<file path="src/scs_cfg.svh">
// constants for the system clock switch controller
`ifndef SCS_CFG_SVH
`define SCS_CFG_SVH

// register byte addresses
`define SCS_ADDR_CTRL     12'h000
`define SCS_ADDR_IRQ_STAT 12'h004
`define SCS_ADDR_IRQ_MASK 12'h008
`define SCS_ADDR_OSC_CFG  12'h00C

// control register field positions
`define SCS_CUR_HI        14
`define SCS_CUR_LO        12
`define SCS_NXT_HI        10
`define SCS_NXT_LO        8
`define SCS_LOCK_BIT      5
`define SCS_CFAIL_BIT     3
`define SCS_SEC_EN_BIT    1
`define SCS_REQ_BIT       0

// unlock keys
`define SCS_KEY_HI_A      8'h78
`define SCS_KEY_HI_B      8'h9A
`define SCS_KEY_LO_A      8'h46
`define SCS_KEY_LO_B      8'h57

// timing
`define SCS_SETTLE_CYCLES 10
`define SCS_OST_CYCLES    1024
`define SCS_PLL_TIMEOUT   4096

// interrupt status bits
`define SCS_IRQ_DONE      0
`define SCS_IRQ_ABORT     1
`define SCS_IRQ_FAIL      2
`define SCS_IRQ_W         3

`endif

</file>
<file path="src/scs_pkg.sv">
// types for the system clock switch controller
package scs_pkg;

    // source codes of the next/current source fields
    typedef enum logic [2:0] {
        SRC_FAST_RC      = 3'h0,
        SRC_FAST_RC_MULT = 3'h1,
        SRC_PRIMARY      = 3'h2,
        SRC_PRIMARY_MULT = 3'h3,
        SRC_SECONDARY    = 3'h4,
        SRC_LOW_POWER_RC = 3'h5,
        SRC_RSVD6        = 3'h6,
        SRC_FAST_RC_DIV  = 3'h7
    } scs_src_t;

    typedef enum logic [1:0] {
        SUB_EXTERNAL = 2'h0,
        SUB_CRYSTAL  = 2'h1,
        SUB_HS       = 2'h2,
        SUB_OFF      = 2'h3
    } scs_sub_t;

    typedef enum {
        ST_IDLE,
        ST_COMPARE,
        ST_START,
        ST_WAIT_READY,
        ST_SETTLE,
        ST_SWAP
    } scs_state_t;

endpackage : scs_pkg

</file>
<file path="src/scs_sync.sv">
// three-stage synchroniser with agreement filter
`timescale 1ns/1ns
module scs_sync #(
    parameter int WIDTH = 1
) (
    input  wire logic             clk,     // clock
    input  wire logic             rst_n,   // async reset
    input  wire logic [WIDTH-1:0] din,     // async input
    output logic      [WIDTH-1:0] dout     // filtered output
);
    logic [WIDTH-1:0] s1_ff;
    logic [WIDTH-1:0] s2_ff;
    logic [WIDTH-1:0] s3_ff;

    always_ff @(posedge clk or negedge rst_n) begin
        if (!rst_n) begin
            s1_ff <= '0;
            s2_ff <= '0;
            s3_ff <= '0;
        end else begin
            s1_ff <= din;
            s2_ff <= s1_ff;
            s3_ff <= s2_ff;
        end
    end

    // change accepted only when stages two and three agree
    genvar i;
    generate
        for (i = 0; i < WIDTH; i++) begin : g_bit
            always_ff @(posedge clk or negedge rst_n) begin
                if (!rst_n) begin
                    dout[i] <= 1'b0;
                end else if (s2_ff[i] == s3_ff[i]) begin
                    dout[i] <= s3_ff[i];
                end
            end
        end
    endgenerate
endmodule : scs_sync

</file>
<file path="src/scs_timer.sv">
// down counter used for start-up waits and multiplier lock timeouts
`timescale 1ns/1ns
module scs_timer #(
    parameter int WIDTH = 16
) (
    input  wire logic             clk,     // clock
    input  wire logic             rst_n,   // async reset
    input  wire logic             load,    // load pulse
    input  wire logic [WIDTH-1:0] count,   // cycles to count
    output logic                  expired  // level, high when count done
);
    logic [WIDTH-1:0] cnt_ff;

    always_ff @(posedge clk or negedge rst_n) begin
        if (!rst_n) begin
            cnt_ff <= '0;
        end else if (load) begin
            cnt_ff <= count;
        end else if (cnt_ff != '0) begin
            cnt_ff <= cnt_ff - 1'b1;
        end
    end

    always_ff @(posedge clk or negedge rst_n) begin
        if (!rst_n) begin
            expired <= 1'b0;
        end else begin
            expired <= !load && (cnt_ff == {{(WIDTH-1){1'b0}}, 1'b1} || cnt_ff == '0);
        end
    end
endmodule : scs_timer

</file>
<file path="src/scs_ctrl.sv">
// system clock switch controller with apb register access
//
// Operation
// - software picks one of eight clock source codes
// - primary submode fixed by configuration only
// - switching enabled only when config bit zero
// - disabled: next select ignored, current shows initial
// - disabled: request bit ignores writes, reads zero
// - equal sources: clear request, abort switch
// - valid switch clears lock and fail flags
// - start oscillator, wait startup timer or lock
// - count ten new-clock cycles before changeover
// - changeover clears request, copies next to current
// - stop old source unless still needed
// - processor keeps running during switch
//
// Our own choices: the placing of the registers and register access over APB.
`include "scs_cfg.svh"
`timescale 1ns/1ns
module scs_ctrl #(
    parameter int OST_CYCLES  = `SCS_OST_CYCLES,
    parameter int PLL_TIMEOUT = `SCS_PLL_TIMEOUT,
    parameter int TW          = 16
) (
    input  wire logic        pclk,            // apb clock
    input  wire logic        presetn,         // async reset, low active
    input  wire logic        psel,            // apb select
    input  wire logic        penable,         // apb enable
    input  wire logic        pwrite,          // apb direction
    input  wire logic [11:0] paddr,           // apb byte address
    input  wire logic [31:0] pwdata,          // apb write data
    input  wire logic [3:0]  pstrb,           // apb byte strobes
    output logic      [31:0] prdata,          // apb read data
    output logic             pready,          // apb ready
    output logic             pslverr,         // apb error
    input  wire logic        switch_monitor_config_bit, // 0 enables switching
    input  wire logic [2:0]  initial_source_config,     // source after reset
    input  wire logic [1:0]  primary_submode_config,    // primary submode
    input  wire logic        watchdog_uses_low_power_rc_oscillator,        // low_power_rc_oscillator needed elsewhere
    input  wire logic [7:0]  osc_ready_in,    // async per-source running flags
    input  wire logic        pll_lock_in,     // async multiplier lock
    input  wire logic        new_clk_tick_in, // async toggle of new source
    input  wire logic        clock_fail_in,   // async monitor fail event
    output logic      [7:0]  osc_enable,      // per-source oscillator enable
    output logic      [2:0]  sys_clk_sel,     // active system source
    output logic      [1:0]  primary_submode, // latched primary submode
    output logic             switch_busy,     // switch sequence active
    output logic             irq              // level interrupt
);
    initial begin
        if (OST_CYCLES < 1 || OST_CYCLES >= (1 << TW) || PLL_TIMEOUT < 1
            || PLL_TIMEOUT >= (1 << TW))
            $error("scs_ctrl: timer parameters out of range");
    end

    // ----------------------------------------------------------------
    // input synchronisers
    // ----------------------------------------------------------------
    logic [7:0] osc_ready;
    logic       pll_lock;
    logic       tick_lvl;
    logic       cfail_lvl;

    scs_sync #(.WIDTH(11)) u_sync (
        .clk   (pclk),
        .rst_n (presetn),
        .din   ({osc_ready_in, pll_lock_in, new_clk_tick_in, clock_fail_in}),
        .dout  ({osc_ready, pll_lock, tick_lvl, cfail_lvl})
    );

    // ----------------------------------------------------------------
    // state and registers
    // ----------------------------------------------------------------
    scs_pkg::scs_state_t state_ff;
    logic [2:0]  cur_ff;
    logic [2:0]  nxt_src_ff;
    logic        req_ff;
    logic        lock_ff;
    logic        cfail_ff;
    logic        sec_en_ff;
    logic [1:0]  unl_hi_ff;
    logic [1:0]  unl_lo_ff;
    logic [`SCS_IRQ_W-1:0] ist_ff;
    logic [`SCS_IRQ_W-1:0] imask_ff;
    logic        en_ff;
    logic        started_ff;
    logic        tick_d_ff;
    logic [3:0]  settle_ff;
    logic        tmr_load;
    logic [TW-1:0] tmr_count;
    logic        tmr_exp;

    wire wr_acc = psel && penable && pwrite;
    wire rd_acc = psel && penable && !pwrite;
    wire wr_ctl = wr_acc && paddr == `SCS_ADDR_CTRL;
    wire hi_wr  = wr_ctl && pstrb[1];
    wire lo_wr  = wr_ctl && pstrb[0];
    wire [7:0] hi_b = pwdata[15:8];
    wire [7:0] lo_b = pwdata[7:0];
    wire hi_open = unl_hi_ff == 2'd2;
    wire lo_open = unl_lo_ff == 2'd2;
    wire tick_edge = tick_lvl ^ tick_d_ff;

    function automatic logic is_crystal(input logic [2:0] s, input logic [1:0] sub);
        is_crystal = (s == scs_pkg::SRC_PRIMARY || s == scs_pkg::SRC_PRIMARY_MULT
                      || s == scs_pkg::SRC_SECONDARY) && sub != scs_pkg::SUB_EXTERNAL;
    endfunction : is_crystal

    function automatic logic uses_mult(input logic [2:0] s);
        uses_mult = s == scs_pkg::SRC_PRIMARY_MULT || s == scs_pkg::SRC_FAST_RC_MULT;
    endfunction : uses_mult

    // enable and submode caught after reset release
    always_ff @(posedge pclk or negedge presetn) begin
        if (!presetn) begin
            started_ff      <= 1'b0;
            en_ff           <= 1'b0;
            primary_submode <= 2'h0;
        end else if (!started_ff) begin
            started_ff      <= 1'b1;
            en_ff           <= !switch_monitor_config_bit;
            primary_submode <= primary_submode_config;
        end
    end

    // ----------------------------------------------------------------
    // unlock sequencers
    // ----------------------------------------------------------------
    always_ff @(posedge pclk or negedge presetn) begin
        if (!presetn) begin
            unl_hi_ff <= 2'd0;
        end else if (wr_acc) begin
            // any other write cancels the sequence
            if (hi_wr && unl_hi_ff == 2'd0 && hi_b == `SCS_KEY_HI_A)
                unl_hi_ff <= 2'd1;
            else if (hi_wr && unl_hi_ff == 2'd1 && hi_b == `SCS_KEY_HI_B)
                unl_hi_ff <= 2'd2;
            else if (hi_wr && hi_b == `SCS_KEY_HI_A)
                unl_hi_ff <= 2'd1;
            else
                unl_hi_ff <= 2'd0;
        end
    end

    always_ff @(posedge pclk or negedge presetn) begin
        if (!presetn) begin
            unl_lo_ff <= 2'd0;
        end else if (wr_acc) begin
            if (lo_wr && unl_lo_ff == 2'd0 && lo_b == `SCS_KEY_LO_A)
                unl_lo_ff <= 2'd1;
            else if (lo_wr && unl_lo_ff == 2'd1 && lo_b == `SCS_KEY_LO_B)
                unl_lo_ff <= 2'd2;
            else if (lo_wr && lo_b == `SCS_KEY_LO_A)
                unl_lo_ff <= 2'd1;
            else
                unl_lo_ff <= 2'd0;
        end
    end

    // ----------------------------------------------------------------
    // control register fields
    // ----------------------------------------------------------------
    always_ff @(posedge pclk or negedge presetn) begin
        if (!presetn) begin
            nxt_src_ff <= 3'h0;
            sec_en_ff  <= 1'b0;
        end else if (!started_ff) begin
            nxt_src_ff <= initial_source_config;
        end else begin
            if (hi_wr && hi_open && en_ff)
                nxt_src_ff <= hi_b[`SCS_NXT_HI-8:`SCS_NXT_LO-8];
            if (lo_wr && lo_open)
                sec_en_ff <= lo_b[`SCS_SEC_EN_BIT];
        end
    end

    always_ff @(posedge pclk or negedge presetn) begin
        if (!presetn) begin
            req_ff <= 1'b0;
        end else if (!en_ff) begin
            req_ff <= 1'b0;
        end else if (state_ff == scs_pkg::ST_COMPARE && nxt_src_ff == cur_ff) begin
            req_ff <= 1'b0;
        end else if (state_ff == scs_pkg::ST_SWAP) begin
            req_ff <= 1'b0;
        end else if (lo_wr && lo_open && lo_b[`SCS_REQ_BIT] && state_ff == scs_pkg::ST_IDLE) begin
            req_ff <= 1'b1;
        end
    end

    // ----------------------------------------------------------------
    // switch sequencer
    // ----------------------------------------------------------------
    always_ff @(posedge pclk or negedge presetn) begin
        if (!presetn) begin
            state_ff <= scs_pkg::ST_IDLE;
        end else begin
            unique case (state_ff)
                scs_pkg::ST_IDLE:
                    if (req_ff && en_ff) state_ff <= scs_pkg::ST_COMPARE;
                scs_pkg::ST_COMPARE:
                    state_ff <= (nxt_src_ff == cur_ff) ? scs_pkg::ST_IDLE
                                                       : scs_pkg::ST_START;
                scs_pkg::ST_START:
                    state_ff <= scs_pkg::ST_WAIT_READY;
                scs_pkg::ST_WAIT_READY:
                    if (uses_mult(nxt_src_ff) ? (pll_lock && lock_ff)
                        : (tmr_exp && osc_ready[nxt_src_ff]))
                        state_ff <= scs_pkg::ST_SETTLE;
                    else if (uses_mult(nxt_src_ff) && tmr_exp)
                        state_ff <= scs_pkg::ST_IDLE;   // lock never came, request stays set
                scs_pkg::ST_SETTLE:
                    if (settle_ff == 4'(`SCS_SETTLE_CYCLES)) state_ff <= scs_pkg::ST_SWAP;
                scs_pkg::ST_SWAP:
                    state_ff <= scs_pkg::ST_IDLE;
            endcase
        end
    end

    // timer: startup wait for crystals, lock timeout for multiplier
    always_comb begin
        tmr_load  = state_ff == scs_pkg::ST_START;
        tmr_count = uses_mult(nxt_src_ff) ? TW'(PLL_TIMEOUT)
                  : (is_crystal(nxt_src_ff, primary_submode) && !osc_ready[nxt_src_ff])
                    ? TW'(OST_CYCLES) : TW'(1);
    end

    scs_timer #(.WIDTH(TW)) u_timer (
        .clk     (pclk),
        .rst_n   (presetn),
        .load    (tmr_load),
        .count   (tmr_count),
        .expired (tmr_exp)
    );

    // new-clock cycle counter
    always_ff @(posedge pclk or negedge presetn) begin
        if (!presetn) begin
            tick_d_ff <= 1'b0;
            settle_ff <= 4'h0;
        end else begin
            tick_d_ff <= tick_lvl;
            if (state_ff != scs_pkg::ST_SETTLE)
                settle_ff <= 4'h0;
            else if (tick_edge && settle_ff != 4'(`SCS_SETTLE_CYCLES))
                settle_ff <= settle_ff + 4'h1;
        end
    end

    // status flags; a fail event wins over the clear
    always_ff @(posedge pclk or negedge presetn) begin
        if (!presetn) begin
            lock_ff  <= 1'b0;
            cfail_ff <= 1'b0;
        end else begin
            if (state_ff == scs_pkg::ST_START)
                lock_ff <= 1'b0;
            else
                lock_ff <= pll_lock;
            if (cfail_lvl && en_ff)
                cfail_ff <= 1'b1;
            else if (state_ff == scs_pkg::ST_START)
                cfail_ff <= 1'b0;
        end
    end

    // current source and oscillator enables
    always_ff @(posedge pclk or negedge presetn) begin
        if (!presetn) begin
            cur_ff     <= 3'h0;
            osc_enable <= 8'h00;
        end else if (!started_ff) begin
            cur_ff     <= initial_source_config;
            osc_enable <= 8'h01 << initial_source_config;
        end else begin
            if (state_ff == scs_pkg::ST_START)
                osc_enable[nxt_src_ff] <= 1'b1;
            if (state_ff == scs_pkg::ST_SWAP) begin
                cur_ff <= nxt_src_ff;
                if (!((cur_ff == scs_pkg::SRC_LOW_POWER_RC && watchdog_uses_low_power_rc_oscillator)
                      || (cur_ff == scs_pkg::SRC_SECONDARY && sec_en_ff)))
                    osc_enable[cur_ff] <= 1'b0;
            end
            if (sec_en_ff)
                osc_enable[scs_pkg::SRC_SECONDARY] <= 1'b1;
        end
    end

    // ----------------------------------------------------------------
    // outputs and interrupts
    // ----------------------------------------------------------------
    always_ff @(posedge pclk or negedge presetn) begin
        if (!presetn) begin
            sys_clk_sel <= 3'h0;
            switch_busy <= 1'b0;
        end else begin
            sys_clk_sel <= (state_ff == scs_pkg::ST_SWAP) ? nxt_src_ff : cur_ff;
            switch_busy <= state_ff != scs_pkg::ST_IDLE;
        end
    end

    logic [`SCS_IRQ_W-1:0] ev;
    always_comb begin
        ev = '0;
        ev[`SCS_IRQ_DONE]  = state_ff == scs_pkg::ST_SWAP;
        ev[`SCS_IRQ_ABORT] = state_ff == scs_pkg::ST_COMPARE && nxt_src_ff == cur_ff;
        ev[`SCS_IRQ_FAIL]  = state_ff == scs_pkg::ST_WAIT_READY && uses_mult(nxt_src_ff)
                             && tmr_exp && !(pll_lock && lock_ff);
    end

    always_ff @(posedge pclk or negedge presetn) begin
        if (!presetn) begin
            ist_ff   <= '0;
            imask_ff <= '0;
            irq      <= 1'b0;
        end else begin
            if (wr_acc && paddr == `SCS_ADDR_IRQ_STAT && pstrb[0])
                ist_ff <= (ist_ff & ~pwdata[`SCS_IRQ_W-1:0]) | ev;
            else
                ist_ff <= ist_ff | ev;
            if (wr_acc && paddr == `SCS_ADDR_IRQ_MASK && pstrb[0])
                imask_ff <= pwdata[`SCS_IRQ_W-1:0];
            irq <= |(ist_ff & imask_ff);
        end
    end

    // ----------------------------------------------------------------
    // apb read path, zero wait states
    // ----------------------------------------------------------------
    logic [31:0] rd;
    always_comb begin
        rd = 32'h0;
        unique case (paddr)
            `SCS_ADDR_CTRL: begin
                rd[`SCS_CUR_HI:`SCS_CUR_LO] = cur_ff;
                rd[`SCS_NXT_HI:`SCS_NXT_LO] = nxt_src_ff;
                rd[`SCS_LOCK_BIT]           = lock_ff;
                rd[`SCS_CFAIL_BIT]          = cfail_ff;
                rd[`SCS_SEC_EN_BIT]         = sec_en_ff;
                rd[`SCS_REQ_BIT]            = req_ff && en_ff;
            end
            `SCS_ADDR_IRQ_STAT: rd[`SCS_IRQ_W-1:0] = ist_ff;
            `SCS_ADDR_IRQ_MASK: rd[`SCS_IRQ_W-1:0] = imask_ff;
            `SCS_ADDR_OSC_CFG:  rd[5:0] = {primary_submode, en_ff, 3'h0};
            default:            rd = 32'h0;
        endcase
    end

    wire mapped = paddr == `SCS_ADDR_CTRL || paddr == `SCS_ADDR_IRQ_STAT
               || paddr == `SCS_ADDR_IRQ_MASK || paddr == `SCS_ADDR_OSC_CFG;

    always_ff @(posedge pclk or negedge presetn) begin
        if (!presetn) begin
            prdata  <= 32'h0;
            pready  <= 1'b0;
            pslverr <= 1'b0;
        end else begin
            pready  <= psel && !penable;
            pslverr <= psel && !penable && !mapped;
            prdata  <= (psel && !penable && !pwrite) ? rd : 32'h0;
        end
    end
endmodule : scs_ctrl

</file>
<file path="config.mk">
export PLATFORM = sky130hd
export DESIGN_NAME = scs_ctrl
export DESIGN_NICKNAME = d
export VERILOG_FILES = /design/src/scs_pkg.sv /design/src/scs_sync.sv /design/src/scs_timer.sv /design/src/scs_ctrl.sv
export VERILOG_INCLUDE_DIRS = /design/src /design/src/src
export SDC_FILE = /design/constraint.sdc
export NUM_CORES = 1
export LEC_CHECK = 0
export ABC_AREA = 1
export BUFFER_PORTS_ARGS = -buffer_cell sky130_fd_sc_hd__buf_2
export CORE_MARGIN = 2
export CORE_UTILIZATION = 59
export CTS_CLUSTER_DIAMETER = 200
export CTS_CLUSTER_SIZE = 14
export DETAILED_ROUTE_END_ITERATION = 16
export PLACE_DENSITY = 0.93
export RECOVER_POWER = 50
export SKIP_CTS_REPAIR_TIMING = 1
export SLEW_MARGIN = 30
export SYNTH_ARGS = -nofsm -noshare
export SYNTH_HDL_FRONTEND = slang
export SYNTH_HIERARCHICAL = 1
export SYNTH_SLANG_ARGS = --single-unit
</file>
<file path="constraint.sdc">
create_clock -name pclk -period 3 [get_ports pclk]
set_clock_uncertainty 0.2 [all_clocks]
set_input_delay 0 -clock pclk [delete_from_list [all_inputs] [get_ports pclk]]
set_output_delay 0 -clock pclk [all_outputs]
set_load 0.01 [all_outputs]
</file>
==> impl_metrics.json <==
{
  "outcome": "finished, final reports clean",
  "critPathMaxFanout": 13,
  "yosys_warnings": 6,
  "timing.setup.tns_ns": 0,
  "postLayoutCoreUtil_pct": 80.0,
  "synth-edff-count": 0,
  "cpMaxStageDelayCell": "sky130_fd_sc_hd__dlygate4sd3_1",
  "timing.critical_path.from": "paddr[7]",
  "globalplace.congestion": 0.920,
  "initial_utilization_pct": 59.9,
  "final_layout_size_suffix_gt1_share_pct": 15.1,
  "drc": 0,
  "hold_path_startpoint": "primary_submode_config[1]",
  "die_x_um": 103,
  "crit_arrival_ns": 3.16,
  "synth_cells": 670,
  "gr-max-usage-layer": "met2",
  "relSlewSlack_pct": 32.2,
  "fraction_of_registers_with_async_set_reset_pct": 100,
  "synth.distinct_cells": 42,
  "timing_worst_slew_pin_value_ns": 1.02,
  "grt.met2_usage_pct": 48.5,
  "root_buffer": "sky130_fd_sc_hd__clkbuf_8",
  "detailedPlacementHpwl_um": 8930,
  "detailedRoute.firstIterationViolations": 848,
  "final_cell_count_no_fill": 1004,
  "clock_tree.htree_level_count": 4,
  "die_y_um": 103,
  "cpPeakStageDelay_ns": 0.63,
  "total_leakage_power_uw": 0.00386,
  "design.portCount": 120,
  "grt.met1_usage_pct": 34.2,
  "wire_length_of_the_first_global_routing_pass_um": 22600,
  "wl_um": 19600,
  "fp.dieArea_um2": 10600,
  "grt_antenna_before_repair": 1,
  "post_synth.cell_area_avg_um2": 8.62,
  "cells_along_the_critical_path": "dlygate4sd3_1 -> buf_2 -> nor2_1 -> dlygate4sd3_1 -> nand2_1 -> nor2_8 -> nand2_4 -> dlygate4sd3_1 -> inv_2 -> nor3_1 -> dlygate4sd3_1",
  "cp.required_ns": 3.19,
  "area_growth_pct": 33.5,
  "total_clock_buffers_created_by_cts": 17,
  "cts_max_path_buffers": 2,
  "vias_in_the_first_global_route": 4781,
  "clkLatencyLatePin_ns": 0.53,
  "cts_tree": "yes",
  "final.period_utilization_pct": 98.9,
  "via_per_inst": 5.92,
  "ir_worst_vdd_mv": 0.543,
  "cp.buffers_inverters": 6,
  "grt_overflow_total": 0,
  "yosys_register_bits": 120,
  "startpoint_type": "input pin",
  "worstHoldPathType": "input pin to register",
  "report.final.hold_viol_count": 0,
  "grt.met3_usage_pct": 6.85,
  "maximum_number_of_pins_on_one_net_before_global_route_repair": 65,
  "finalPower_uw": 5560,
  "avgRoutedWirePerCell_um": 19.5,
  "detailroute.via_count": 5944,
  "cpMostUsedCell": "sky130_fd_sc_hd__dlygate4sd3_1",
  "route.antenna.remaining_nets": 0,
  "timing.final.max_slew_violations": 0,
  "drt-pass1-iter-count": 7,
  "fp-row-count": 36,
  "cp-end-kind": "register",
  "io_buffers": 81,
  "timing.final.crit_period_ns": 2.97,
  "dominantRegCellSynth": "sky130_fd_sc_hd__dfrtp_1",
  "grt.total_usage_pct": 28.1,
  "clk_pin_slew_worst_paths_ns": 0.06,
  "crit_type": "input pin to register",
  "cp_top_family": "buffers and inverters",
  "clock-sinks": 120,
  "max_cap_violations": 0,
  "r2r_start": "started_ff",
  "setup-violations-final": 0,
  "achievable-frequency_mhz": 337,
  "cells_after_dpl": 889,
  "net_count_reported_at_finish": 935,
  "synth-seq-area-share_pct": 52.0,
  "mappedNetlistArea_um2": 5770,
  "core_region_area_um2": 9640,
  "power_per_cell_area_nw_per_um2": 721
}
-- state kept, by name, summed over array words and instances (netlist names), 4 cells and up --
name            count
prdata             12
u_sync/s2_ff       11
u_timer/cnt_ff     16
settle_ff           4
u_sync/dout        11
u_sync/s1_ff       11
osc_enable          8
u_sync/s3_ff       11
-- worst reg2reg max path: stages (launching register included) --
cell and delay (ns):
sky130_fd_sc_hd__dfrtp_1 0.97, sky130_fd_sc_hd__nor2_1 0.24, sky130_fd_sc_hd__inv_1 0.22, sky130_fd_sc_hd__nand2_1 0.09
sky130_fd_sc_hd__nand2_1 0.08, sky130_fd_sc_hd__dlygate4sd3_1 0.59, sky130_fd_sc_hd__o21ai_1 0.12
-- routing by layer --
| metal | share of wire (%) | up-vias | wire, um |
|---|---|---|---|
| li1 | - | 2476 | - |
| met1 | 33 | 2697 | 6560 |
| met5 | 0 | - | 0 |
| met2 | 48 | 574 | 9320 |
| met4 | 8.0 | 0 | 1570 |
| met3 | 11 | 197 | 2140 |
-- cell type report --
class | count | area, um^2
Antenna cell | 1 | 2.50
Timing Repair Buffer | 169 | 1240
Inverter | 96 | 360
Tap cell | 133 | 166
Clock inverter | 8 | 171
Multi-Input combinational cell | 456 | 2310
Fill cell | 547 | 1930
Sequential cell | 120 | 3000
Clock buffer | 21 | 449
-- kinds of logic (layout without fill, tap and decap cells) --
| logic type | Yosys count | after routing | synth area share (%) |
|---|---|---|---|
| buffers and inverters | 126 | 294 | 9.92 |
| DFF | 120 | 120 | 52.0 |
| AOI/OAI and AO/OA | 96 | 96 | 9.45 |
| adders and majority gates | 4 | 4 | 0.867 |
| and+or+nand+nor | 312 | 312 | 26.1 |
| xor gates and xnor gates | 10 | 10 | 1.52 |
| other | 2 | 35 | 0.130 |
-- stage by stage --
step | setup WS, ns | hold slack (ns) | area, um^2
final | 0.0329 | 0.0889 | 7710
after global routing | -0.0571 | 0.0626 | 7700
after CTS | 0.796 | -0.627 | 6910
after detailed placement | 0.858 | -0.0907 | 6290
after global placement | 0.956 | -0.0926 | 6290
after floorplan | 1.26 | -0.496 | 5890
-- power breakdown --
group | switching [uW] | internal [uW] | total, uW | leakage [uW]
Combinational | 833 | 425 | 1260 | 0.00211
Sequential | 249 | 1840 | 2090 | 0.00146
Clock | 750 | 1460 | 2210 | 0.000300
-- cells in the final DEF (no fill, tap or decap), drive strengths merged --
cell type and n:
a211oi 1, a21boi 1, a21oi 33, a31oi 4
buf 53, bufinv 5, clkbuf 52, clkinv 2
clkinvlp 1, conb 34, dfrtp 120, diode 1
dlygate4sd3 85, ha 4, inv 96, nand2 150
nand3 47, nand3b 1, nand4 6, nor2 84
nor3 18, nor3b 2, nor4 3, o211ai 2
o21ai 43, o21bai 3, o22ai 5, o311ai 3
o31ai 1, or2 1, xnor2 5, xor2 5
-- cell usage after synthesis (2+ instances only) --
library cell,n,area (um^2)
sky130_fd_sc_hd__buf_2,5,25.0
sky130_fd_sc_hd__xor2_1,5,43.8
sky130_fd_sc_hd__o22ai_1,5,31.3
sky130_fd_sc_hd__xnor2_1,5,43.8
sky130_fd_sc_hd__inv_2,12,45.0
sky130_fd_sc_hd__o311ai_1,3,26.3
sky130_fd_sc_hd__a21oi_2,2,17.5
sky130_fd_sc_hd__dfrtp_1,120,3000
sky130_fd_sc_hd__nor2_1,68,255
sky130_fd_sc_hd__nand3_1,40,200
sky130_fd_sc_hd__conb_1,2,7.51
sky130_fd_sc_hd__a31oi_1,4,25.0
sky130_fd_sc_hd__nor3b_1,2,15.0
sky130_fd_sc_hd__o21ai_0,24,120
sky130_fd_sc_hd__o211ai_1,2,15.0
sky130_fd_sc_hd__buf_4,22,165
sky130_fd_sc_hd__a21oi_1,31,155
sky130_fd_sc_hd__inv_1,84,315
sky130_fd_sc_hd__o21bai_1,3,22.5
sky130_fd_sc_hd__o21ai_1,17,85.1
sky130_fd_sc_hd__nand2_4,4,45.0
sky130_fd_sc_hd__nand3_2,5,50.1
sky130_fd_sc_hd__ha_1,4,50.1
sky130_fd_sc_hd__nor2_2,8,50.1
sky130_fd_sc_hd__nand4_1,6,37.5
sky130_fd_sc_hd__nand3_4,2,35.0
sky130_fd_sc_hd__nor2_8,3,60.1
sky130_fd_sc_hd__nor4_1,3,18.8
sky130_fd_sc_hd__nor2_4,5,56.3
sky130_fd_sc_hd__nor3_1,16,80.1
sky130_fd_sc_hd__nand2_1,142,533
sky130_fd_sc_hd__nand2_2,4,25.0
sky130_fd_sc_hd__nor3_2,2,20.0
sky130_fd_sc_hd__clkbuf_1,2,7.51
-- worst paths after layout --
check,endpoint,slack (ns),depth (start not counted)
min reg2reg,u_sync/s2_ff[8],0.15,0
min,primary_submode[1],0.09,4
max in group asynchronous,prdata[12],0.64,4
max reg2reg,nxt_src_ff[2],0.34,6
max,pslverr,0.03,11
min in group asynchronous,osc_enable[4],0.38,3
No activity file was read; power rests on OpenSTA's default activity.
